[config.mk]
export PLATFORM = sky130hd
export DESIGN_NAME = dqvr_top
export DESIGN_NICKNAME = d
export VERILOG_FILES = /design/src/pkg/dqvr_pkg.sv /design/src/pkg/dqvr_copy_if.sv /design/src/rtl/dqvr_copy_store.sv /design/src/rtl/dqvr_level_map.sv /design/src/rtl/dqvr_top.sv
export SDC_FILE = /design/constraint.sdc
export NUM_CORES = 1
export LEC_CHECK = 0
export BUFFER_PORTS_ARGS = -buffer_cell sky130_fd_sc_hd__buf_2
export CAP_MARGIN = 30
export CORE_UTILIZATION = 41
export CTS_BUF_LIST = sky130_fd_sc_hd__clkbuf_4 sky130_fd_sc_hd__clkbuf_8 sky130_fd_sc_hd__clkbuf_16
export CTS_CLUSTER_DIAMETER = 100
export CTS_CLUSTER_SIZE = 25
export DETAILED_ROUTE_END_ITERATION = 7
export PLACE_DENSITY = 0.68
export RECOVER_POWER = 25
export SLEW_MARGIN = 25
export SYNTH_ARGS = -nofsm -noshare
export SYNTH_HDL_FRONTEND = slang
export SYNTH_SLANG_ARGS = --single-unit
[constraint.sdc]
create_clock -name i_clock -period 2.14 [get_ports i_clock]
set_clock_uncertainty 0.05 [all_clocks]
set_input_delay 0.214 -clock i_clock [delete_from_list [all_inputs] [get_ports i_clock]]
set_output_delay 0.214 -clock i_clock [all_outputs]
set_load 0.005 [all_outputs]
[src/pkg/dqvr_pkg.sv]
// constants and helpers for the dq reference level mode register
`default_nettype none
package dqvr_pkg;
    // mode register addresses
    localparam logic [5:0] DQVR_MR_ADDR = 6'h0e;
    localparam logic [5:0] DQVR_CTRL_ADDR = 6'h0d;
    // field positions
    localparam int DQVR_CODE_LSB = 0;
    localparam int DQVR_CODE_W = 6;
    localparam int DQVR_RANGE_BIT = 6;
    localparam int DQVR_RESV_BIT = 7;
    localparam int DQVR_ACCESS_SEL_BIT = 6;
    localparam int DQVR_OPERATE_SEL_BIT = 7;
    // values after reset
    localparam logic [7:0] DQVR_RESET_VALUE = 8'h4d;
    localparam logic [5:0] DQVR_RESET_CODE = 6'h0d;
    localparam logic DQVR_RESET_RANGE = 1'b1;
    localparam logic [8:0] DQVR_RESET_TENTHS = 9'h110;
    // highest legal level code
    localparam logic [5:0] DQVR_CODE_MAX = 6'h32;
    // level in tenths of a percent of the io supply
    localparam logic [8:0] DQVR_RANGE0_BASE = 9'h064;
    localparam logic [8:0] DQVR_RANGE1_BASE = 9'h0dc;
    localparam int DQVR_STEP_SHIFT = 2;
    // read data appears this many cycles after the read command
    localparam int DQVR_READ_LATENCY = 1;

    function automatic logic dqvr_code_ok(input logic [7:0] value);
        return value[DQVR_CODE_W-1:DQVR_CODE_LSB] <= DQVR_CODE_MAX;
    endfunction
endpackage
`default_nettype wire

[src/pkg/dqvr_copy_if.sv]
// signals between the control logic and the two set point copies
`timescale 1ns/1ps
`default_nettype none
interface dqvr_copy_if;
    logic wr_en;
    logic wr_sel;
    logic [7:0] wr_data;
    logic rd_sel;
    logic [7:0] rd_data;
    logic op_sel;
    logic [7:0] op_data;
    modport store (
        input wr_en, wr_sel, wr_data, rd_sel, op_sel,
        output rd_data, op_data
    );
    modport ctrl (
        output wr_en, wr_sel, wr_data, rd_sel, op_sel,
        input rd_data, op_data
    );
endinterface
`default_nettype wire

[src/rtl/dqvr_copy_store.sv]
// two physical copies of the register, one per set point
`timescale 1ns/1ps
`default_nettype none
module dqvr_copy_store
    import dqvr_pkg::*;
(
    input wire logic i_clock,
    input wire logic i_rst_n,
    dqvr_copy_if.store bus
);
    logic [7:0] copy [2];
    logic [7:0] next_copy [2];

    always_comb begin
        next_copy[0] = copy[0];
        next_copy[1] = copy[1];
        if (bus.wr_en) begin
            next_copy[bus.wr_sel] = bus.wr_data;
            next_copy[bus.wr_sel][DQVR_RESV_BIT] = 1'b0;
        end
    end

    always_ff @(posedge i_clock or negedge i_rst_n) begin
        if (!i_rst_n) begin
            copy[0] <= DQVR_RESET_VALUE;
            copy[1] <= DQVR_RESET_VALUE;
        end else begin
            copy[0] <= next_copy[0];
            copy[1] <= next_copy[1];
        end
    end

    assign bus.rd_data = copy[bus.rd_sel];
    assign bus.op_data = copy[bus.op_sel];

endmodule // dqvr_copy_store
`default_nettype wire

[src/rtl/dqvr_level_map.sv]
// level code and range to tenths of a percent of the io supply
`timescale 1ns/1ps
`default_nettype none
module dqvr_level_map
    import dqvr_pkg::*;
(
    input wire logic [5:0] i_code,
    input wire logic i_range,
    output logic [8:0] o_tenths
);
    logic [8:0] base;

    always_comb begin
        base = i_range ? DQVR_RANGE1_BASE : DQVR_RANGE0_BASE;
        o_tenths = base + ({3'h0, i_code} << DQVR_STEP_SHIFT);
    end

endmodule // dqvr_level_map
`default_nettype wire

[src/rtl/dqvr_top.sv]
// dq reference level mode register with two set point copies
// Summary of operation
// the register answers mode register writes and reads at address 0eh
// level codes 000000 to 110010 are accepted; other codes are reserved
// bit 6 picks reference range 0 or 1; range 1 after reset
// a read of this address puts register bits 7..0 on dq 7..0
// reserved bit 7 and unused dq lines read as zero
// a level write goes to set point 0 or 1 per access select
// two copies exist; writes and reads reach only the access-selected one
// only the copy picked by operate select drives the applied level
// the inactive copy is ignored and may be rewritten freely
// stored values hold until overwritten or reset to default
// the controller sends range and level together in one write
// range 0: 10.0 percent at code 0, 0.4 percent per step, 30.0 top
// range 1: 22.0 percent at code 0 up to 42.0; default 27.2 percent
// access and operate select come from the control register at 0dh
// after reset both copies hold 4dh: range 1, code 001101
`timescale 1ns/1ps
`default_nettype none
module dqvr_top
    import dqvr_pkg::*;
#(
    parameter int DQ_WIDTH = 16
) (
    input wire logic i_clock,
    input wire logic i_rst_n,
    input wire logic i_mrw,
    input wire logic i_mrr,
    input wire logic [5:0] i_addr,
    input wire logic [7:0] i_wdata,
    input wire logic i_access_sel,
    input wire logic i_operate_sel,
    output logic [DQ_WIDTH-1:0] o_dq,
    output logic o_dq_valid,
    output logic o_write_refused,
    output logic [5:0] o_level_code,
    output logic o_range_sel,
    output logic [8:0] o_level_tenths
);

    ////////////////////////////////////////////////////////////////////////
    // elaboration check

    if (DQ_WIDTH < 8) begin : g_bad_width
        $error("dq width must be at least 8");
    end

    ////////////////////////////////////////////////////////////////////////
    // copies and level map

    dqvr_copy_if bus ();

    dqvr_copy_store u_store (
        .i_clock(i_clock),
        .i_rst_n(i_rst_n),
        .bus(bus)
    );

    logic [8:0] map_tenths;

    dqvr_level_map u_map (
        .i_code(bus.op_data[DQVR_CODE_W-1:DQVR_CODE_LSB]),
        .i_range(bus.op_data[DQVR_RANGE_BIT]),
        .o_tenths(map_tenths)
    );

    ////////////////////////////////////////////////////////////////////////
    // command decode

    logic addr_hit;
    logic write_ok;
    logic write_bad;
    logic read_hit;

    always_comb begin
        addr_hit = i_addr == DQVR_MR_ADDR;
        write_ok = i_mrw && addr_hit && dqvr_code_ok(i_wdata);
        write_bad = i_mrw && addr_hit && !dqvr_code_ok(i_wdata);
        read_hit = i_mrr && addr_hit;
    end

    // select bits held by the control register outside this block
    assign bus.wr_en = write_ok;
    assign bus.wr_sel = i_access_sel;
    assign bus.wr_data = i_wdata;
    assign bus.rd_sel = i_access_sel;
    assign bus.op_sel = i_operate_sel;

    ////////////////////////////////////////////////////////////////////////
    // read return and refusal flag

    logic [DQ_WIDTH-1:0] next_dq;
    logic next_dq_valid;
    logic next_write_refused;

    always_comb begin
        next_dq = '0;
        next_dq_valid = read_hit;
        next_write_refused = write_bad;
        if (read_hit) begin
            next_dq[DQVR_RANGE_BIT:0] = bus.rd_data[DQVR_RANGE_BIT:0];
            next_dq[DQVR_RESV_BIT] = 1'b0;
        end
    end

    always_ff @(posedge i_clock or negedge i_rst_n) begin
        if (!i_rst_n) begin
            o_dq <= '0;
            o_dq_valid <= 1'b0;
            o_write_refused <= 1'b0;
        end else begin
            o_dq <= next_dq;
            o_dq_valid <= next_dq_valid;
            o_write_refused <= next_write_refused;
        end
    end

    ////////////////////////////////////////////////////////////////////////
    // applied level from the operating copy

    logic [5:0] next_level_code;
    logic next_range_sel;
    logic [8:0] next_level_tenths;

    always_comb begin
        next_level_code = bus.op_data[DQVR_CODE_W-1:DQVR_CODE_LSB];
        next_range_sel = bus.op_data[DQVR_RANGE_BIT];
        next_level_tenths = map_tenths;
    end

    always_ff @(posedge i_clock or negedge i_rst_n) begin
        if (!i_rst_n) begin
            o_level_code <= DQVR_RESET_CODE;
            o_range_sel <= DQVR_RESET_RANGE;
            o_level_tenths <= DQVR_RESET_TENTHS;
        end else begin
            o_level_code <= next_level_code;
            o_range_sel <= next_range_sel;
            o_level_tenths <= next_level_tenths;
        end
    end

    ////////////////////////////////////////////////////////////////////////
    // checks

    // first cycle after reset marker
    logic seen_clock;
    logic next_seen_clock;

    always_comb begin
        next_seen_clock = 1'b1;
    end

    always_ff @(posedge i_clock or negedge i_rst_n) begin
        if (!i_rst_n) begin
            seen_clock <= 1'b0;
        end else begin
            seen_clock <= next_seen_clock;
        end
    end
endmodule // dqvr_top
`default_nettype wire

==> run summary, run 1 <==
### Layout
- **non-filler cells in the finished layout** 222
- **total area of multi-input combinational cells** 669 um^2
- **fraction of final layout cells with drive strength greater than 1** 45.4%
- **final-layout fill cell count** 339
- **Layout area overhead** 18.6%
- **post-layout net count** 198
- **diodes inserted** 0
- **post-layout util** 52.8%
- **final instance area** 2010 um^2
- **sequential cell area in the final layout** 943 um^2

### Setup path
- **critical path peak fanout** 3
- **worst reg-to-reg path cell count** 5
- **critical setup path kind** flip-flop to flip-flop
- **capturing element type of the critical path** flip-flop
- **Data required, critical path** 2.30 ns
- **type of origin of the critical path** flip-flop
- **critical path data arrival time** 2.07 ns

### Place
- **hpwl dp** 2250 um
- **final weighted congestion in routability-driven placement** 0.781
- **pre-CTS setup slack** 0.173 ns
- **count of placed standard cells including taps** 213
- **count of port buffers added during placement** 41
- **DP Area** 1920 um^2

### Floorplan
- **starting density of the core** 44.5%
- **die height** 66.2 um
- **width of the die** 66.2 um
- **die area** 4390 um^2
- **number of standard-cell rows in the floorplan** 22
- **floorplan core area** 3800 um^2
- **number of ports placed on the die boundary** 54

### Power
- **power density relative to cell area** 725 nW/um^2
- **Final Power** 1.45 mW
- **leakage dissipation** 1.02 nW
- **Max VDD drop** 0.221 mV

### Global route
- **overall overflow remaining after global route** 0
- **number of global-route vias before repair** 1,115
- **wire length of the first global-routing pass** 5240 um
- **Total Routing Usage GR** 16.7%
- **number of antenna violations at the first check in global routing** 0
- **maximum number of pins on one net before global-route repair** 38

### STA
- **highest clock rate** 0.525 GHz
- **number of hold violations in the final report** 0
- **final setup violation count** 0
- **worst slew margin relative to its limit** 47.8%
- **Least-Margin Pin Slew** 0.783 ns
- **Final Slew Violations** 0
- **post-layout worst setup margin** 0.237 ns
- **Worst Hold Margin** 0.0666 ns
- **time the worst path needs with I/O delays and setup** 1.90 ns
- **RSZ-0062 raised after global routing** false
- **setup TNS** 0 ns
- **share of the clock period used by the worst path** 88.9%

### Worst hold path
- **number of cells on the worst hold path** 2
- **type of the tightest min-delay check** input port to flip-flop

### Routing
- **DR iter-0 viols** 45
- **detailed-route wire length** 3040 um
- **first-pass iteration count of the detailed router** 4
- **post-detailed-route via-to-cell ratio** 4.77
- **Avg WL per Cell** 13.7 um
- **total DRC errors in the routed layout** 0
- **Via Count** 1,060
- **Routed Antenna Nets** 0

### Clocking
- **H-tree levels** 2
- **master cell of the clock root buffer** sky130_fd_sc_hd__clkbuf_8
- **setup repair bufs after CTS** 0
- **latest clock arrival within the worst-skew pair** 0.29 ns
- **CTS buffer count** 5
- **number of buffers between clock root and the deepest sink** 2
- **CTS tree** built
- **clock sinks** 37
- **clock input transition at the sequential cells of the worst setup and hold paths** 0.07 ns

### Logic synthesis
- **portion of the post-synthesis area used by sequential elements** 55.8%
- **number of standard cells after synthesis** 125
- **post-synth design cell area** 1690 um^2
- **number of warning messages in the yosys log** 0
- **number of synthesized register bits** 37
- **post-synth cell types** 34
- **average footprint of a synthesized cell** 13.5 um^2

### Run
- **reported max-cap violation count** 0

### Status
- **status** finished, final reports clean

-- path summary, 6_finish.rpt --
path | start | endpoint | slack, ns
worst max-delay path | u_store.copy[0]$_DFFE_PN1P_ | o_level_tenths[6]$_DFF_PN0_ | 0.24
worst min-delay path | i_addr[5] | o_write_refused$_DFF_PN0_ | 0.07
worst max register to register | u_store.copy[0]$_DFFE_PN1P_ | o_level_tenths[6]$_DFF_PN0_ | 0.24
worst min register to register | u_store.copy[1]$_DFFE_PN0P_ | u_store.copy[1]$_DFFE_PN0P_ | 0.48
max in group asynchronous | i_rst_n | o_level_tenths[5]$_DFF_PN0_ | 1.05
min in group asynchronous | i_rst_n | u_store.copy[1]$_DFFE_PN0P_ | 0.49
-- layout by cell type, fill, tap and decap left out, drive strengths merged, types with 4 or more instances in the layout --
cell type  count
buf           40
dfrtp         23
mux2          20
dfstp         14
conb          11
clkbuf        10
nor2           9
mux2i          8
inv            4
ha             4
-- cell type report --
type,count,share of cell area [%]
inverters,4,0.748
clock inverters,2,0.499
flip-flops and latches,37,47.0
clock buffers,6,3.80
multi-input cells,80,33.4
well taps,48,2.99
repair buffers,45,11.6
-- cells by family (layout without fill, tap and decap cells) --
family                     count (synthesis)  after routing  share of synthesized area (%)
and+or+nand+nor                           21             21                           7.03
other                                      1             11                          0.222
AOI/OAI and AO/OA                         12             12                           6.36
xor gates and xnor gates                   3              3                           1.55
adders and majority gates                  5              5                           4.14
DFF                                       37             37                           55.8
buffers and inverters                     18             57                           6.88
muxes                                     28             28                           18.0
-- critical path, stage by stage, from the launching register on --
cell	delay, ns
sky130_fd_sc_hd__dfstp_1	0.39
sky130_fd_sc_hd__mux2_1	0.36
sky130_fd_sc_hd__fa_1	0.44
sky130_fd_sc_hd__a21o_1	0.20
sky130_fd_sc_hd__a21oi_1	0.23
sky130_fd_sc_hd__xor2_1	0.16
-- sequential cells by signal, indices dropped and copies added (netlist names) --
register,count
o_level_tenths,7
o_level_code,6
o_range_sel,1
o_write_refused,1
o_dq_valid,1
u_store.copy,14
o_dq,7
-- cell usage after synthesis, drive strengths merged --
cell,n,area (um^2)
a211oi,1,7.51
mux2,20,225
fa,1,20.0
xor2,2,17.5
nor2,9,33.8
ha,4,50.1
dfrtp,23,576
o22ai,1,6.26
nor3,1,5.00
xnor2,1,8.76
a211o,1,8.76
a311oi,2,41.3
nor4,1,6.26
nand2,2,7.51
nand2b,1,6.26
a21oi,3,15.0
o22a,1,8.76
dfstp,14,368
mux2i,8,80.1
nand4bb,1,11.3
nand3,2,10.0
o21ai,1,5.00
or4b,2,23.8
nand4,1,6.26
conb,1,3.75
buf,12,93.8
a21o,1,7.51
o21a,1,7.51
nand4b,1,8.76
inv,4,15.0
clkbuf,2,7.51
-- metal layers --
| layer | wire length, um | GRT usage [%] |
|---|---|---|
| met1 | 1290 | 18.2 |
| met2 | 1500 | 28.7 |
| met3 | 176 | 5.69 |
| met4 | 74 | 8.51 |
| met5 | 0 | 0 |
-- what timing repair did --
item | CTS | global route
hold buffers | 1 | 0
endpoints found under the hold margin | 23 | 0
gates resized for setup | 0 | 0
-- power breakdown --
part           leakage [nW]  total (mW)  switching (mW)  internal [mW]
combinational         0.518       0.197           0.106         0.0906
clock                0.0484       0.474           0.236          0.238
sequential            0.449       0.783          0.0194          0.764
total                  1.02        1.45           0.362           1.09
No activity file was read; power rests on OpenSTA's default activity.
==> run 2, diff against run 1 <==
SETUP_SLACK_MARGIN = 0.5   (was unset)
==> run summary, run 2 (same netlist as run 1, synthesis figures left out) <==
### Setup path
- **delay contributed by the slowest stage of the critical path** 0.39 ns, -0.05 ns
- **Data required, critical path** 2.29 ns, about the same
- **critical path data arrival time** 1.95 ns, -0.12 ns
- **capturing element type of the critical path** flip-flop
- **type of origin of the critical path** flip-flop
- **critical setup path kind** flip-flop to flip-flop
- **critical path peak fanout** 3, unchanged
- **Worst Path Buf+Inv** 0, unchanged
- **family of cells with the greatest summed delay on the critical path** flip-flops
- **number of gates on the worst path with buffers counted** 5, unchanged
- **worst reg-to-reg path cell count** 5, unchanged
- **Critical Path Slowest Stage Cell** sky130_fd_sc_hd__dfrtp_1
- **cell-by-cell trace of the critical path** mux2_1 -> fa_2 -> a21o_1 -> a21oi_2 -> xor2_1

### Power
- **Final Power** 1.65 mW, +13%
- **leakage dissipation** 1.05 nW, +3.3%
- **power density relative to cell area** 762 nW/um^2, +5.1%
- **Max VDD drop** 0.373 mV, +69%

### Routing
- **detailed-route wire length** 3370 um, +11%
- **total DRC errors in the routed layout** 0, unchanged
- **first-pass iteration count of the detailed router** 4, unchanged
- **DR iter-0 viols** 46, +2.2%
- **Avg WL per Cell** 14.7 um, +7.4%
- **Routed Antenna Nets** 0, unchanged
- **Via Count** 1,126, +6.2%
- **post-detailed-route via-to-cell ratio** 4.92, +3.0%

### Clocking
- **number of buffers between clock root and the deepest sink** 2, unchanged
- **clock sinks** 37, unchanged
- **CTS tree** built
- **H-tree levels** 2, unchanged
- **clock input transition at the sequential cells of the worst setup and hold paths** 0.07 ns, about the same
- **CTS buffer count** 5, unchanged
- **master cell of the clock root buffer** sky130_fd_sc_hd__clkbuf_8
- **latest clock arrival within the worst-skew pair** 0.29 ns, about the same

### STA
- **RSZ-0062 raised after global routing** true
- **worst slew margin relative to its limit** 47.5%, -0.30 points
- **highest clock rate** 0.558 GHz, +6.2%
- **setup TNS** 0 ns, unchanged
- **final setup violation count** 0, unchanged
- **post-layout worst setup margin** 0.348 ns, +0.111 ns
- **share of the clock period used by the worst path** 83.7%, -5.2 points
- **time the worst path needs with I/O delays and setup** 1.79 ns, -0.111 ns
- **Least-Margin Pin Slew** 0.788 ns, +0.00457 ns
- **number of hold violations in the final report** 0, unchanged
- **Final Slew Violations** 0, unchanged

### Global route
- **maximum number of pins on one net before global-route repair** 38, unchanged
- **overall overflow remaining after global route** 0, unchanged
- **Total Routing Usage GR** 17.5%, +0.72 points
- **wire length of the first global-routing pass** 5460 um, +4.2%
- **number of antenna violations at the first check in global routing** 0, unchanged
- **number of global-route vias before repair** 1,187, +6.5%

### Floorplan
- **number of standard-cell rows in the floorplan** 22, unchanged
- **floorplan core area** 3800 um^2, unchanged
- **starting density of the core** 44.5%, unchanged
- **width of the die** 66.2 um, unchanged
- **number of ports placed on the die boundary** 54, unchanged
- **die area** 4390 um^2, unchanged
- **die height** 66.2 um, unchanged

### Layout
- **largest registers** u_store.copy (14), o_dq (7), o_level_tenths (7)
- **total area of multi-input combinational cells** 736 um^2, +9.9%
- **post-layout net count** 205, +3.5%
- **max FFs per register** 14, unchanged
- **sequential cell area in the final layout** 943 um^2, unchanged
- **final-layout fill cell count** 319, -5.9%
- **non-filler cells in the finished layout** 229, +3.2%
- **diodes inserted** 0, unchanged
- **top library cells by usage in the layout, fill and taps aside** 35 x sky130_fd_sc_hd__buf_2, 23 x sky130_fd_sc_hd__dfrtp_1, 14 x sky130_fd_sc_hd__mux2_2, 13 x sky130_fd_sc_hd__dfstp_2, 11 x sky130_fd_sc_hd__conb_1
- **commonest non-fill, non-tap cell in the layout** sky130_fd_sc_hd__buf_2
- **Reg with most FFs** u_store.copy
- **final instance area** 2160 um^2, +7.6%
- **fraction of final layout cells with drive strength greater than 1** 51.9%, +6.5 points
- **Layout area overhead** 27.7%

### Place
- **count of port buffers added during placement** 41, unchanged
- **DP Area** 1950 um^2, +1.6%
- **final weighted congestion in routability-driven placement** 0.776, -0.61%
- **pre-CTS setup slack** 0.180 ns, +0.00761 ns
- **hpwl dp** 2310 um, +2.5%
- **count of placed standard cells including taps** 213, unchanged

### Run
- **reported max-cap violation count** 0, unchanged

### Status
- **status** finished, final reports clean

### Worst hold path
- **type of the tightest min-delay check** input port to flip-flop
- **number of cells on the worst hold path** 2, unchanged

run 2: where the power goes:
part	internal, mW	leakage [nW]	switching [mW]	total [mW]
Sequential	0.765	0.448	0.0216	0.786
Clock	0.379	0.0574	0.244	0.623
Combinational	0.113	0.542	0.124	0.237
Total	1.26	1.05	0.389	1.65
run 2: layout make-up:
class / instances / share of cell area, %
Sequential cell: 37 / 43.7
Multi-Input combinational cell: 80 / 34.1
Timing Repair Buffer: 52 / 13.1
Clock buffer: 6 / 3.82
Tap cell: 48 / 2.78
Clock inverter: 2 / 1.74
Inverter: 4 / 0.811
run 2: path summary, 6_finish.rpt:
kind	to	start	slack, ns
min in group asynchronous	o_dq[3]$_DFF_PN0_	i_rst_n	0.50
max in group asynchronous	o_dq[4]$_DFF_PN0_	i_rst_n	1.05
setup / recovery	o_level_tenths[6]$_DFF_PN0_	u_store.copy[1]$_DFFE_PN0P_	0.35
hold reg to reg	u_store.copy[12]$_DFFE_PN0P_	u_store.copy[12]$_DFFE_PN0P_	0.48
hold / removal	o_write_refused$_DFF_PN0_	i_addr[5]	0.07
setup reg to reg	o_level_tenths[6]$_DFF_PN0_	u_store.copy[1]$_DFFE_PN0P_	0.35
run 2: metrics by stage:
stage | hold slack (ns) | util (%)
after global placement | 0.267 | 51.2
after global routing | 0.0763 | 56.9
after detailed placement | 0.298 | 51.2
after floorplan | -0.132 | -
after CTS | 0.0634 | 56.7
final | 0.0746 | 56.9
run 2: layer usage:
layer	vias up	routed length, um	global-route usage [%]
met3	9	179	4.83
met1	554	1310	18.4
met4	0	78	9.57
met2	37	1810	31.1
li1	526	-	-
met5	-	0	0
run 2: timing repair:
item	4_1_cts	5_1_grt
hold buffers	1	0
setup endpoints to repair	4	4
setup buffers	6	1
gates resized for setup	5	4
endpoints found under the hold margin	23	0
pin swaps	4	1
run 2: worst reg2reg max path, cell delays in order (launching register included):
cell and delay (ns):
sky130_fd_sc_hd__dfrtp_1 0.39, sky130_fd_sc_hd__mux2_1 0.37, sky130_fd_sc_hd__fa_2 0.38, sky130_fd_sc_hd__a21o_1 0.18, sky130_fd_sc_hd__a21oi_2 0.16, sky130_fd_sc_hd__xor2_1 0.18
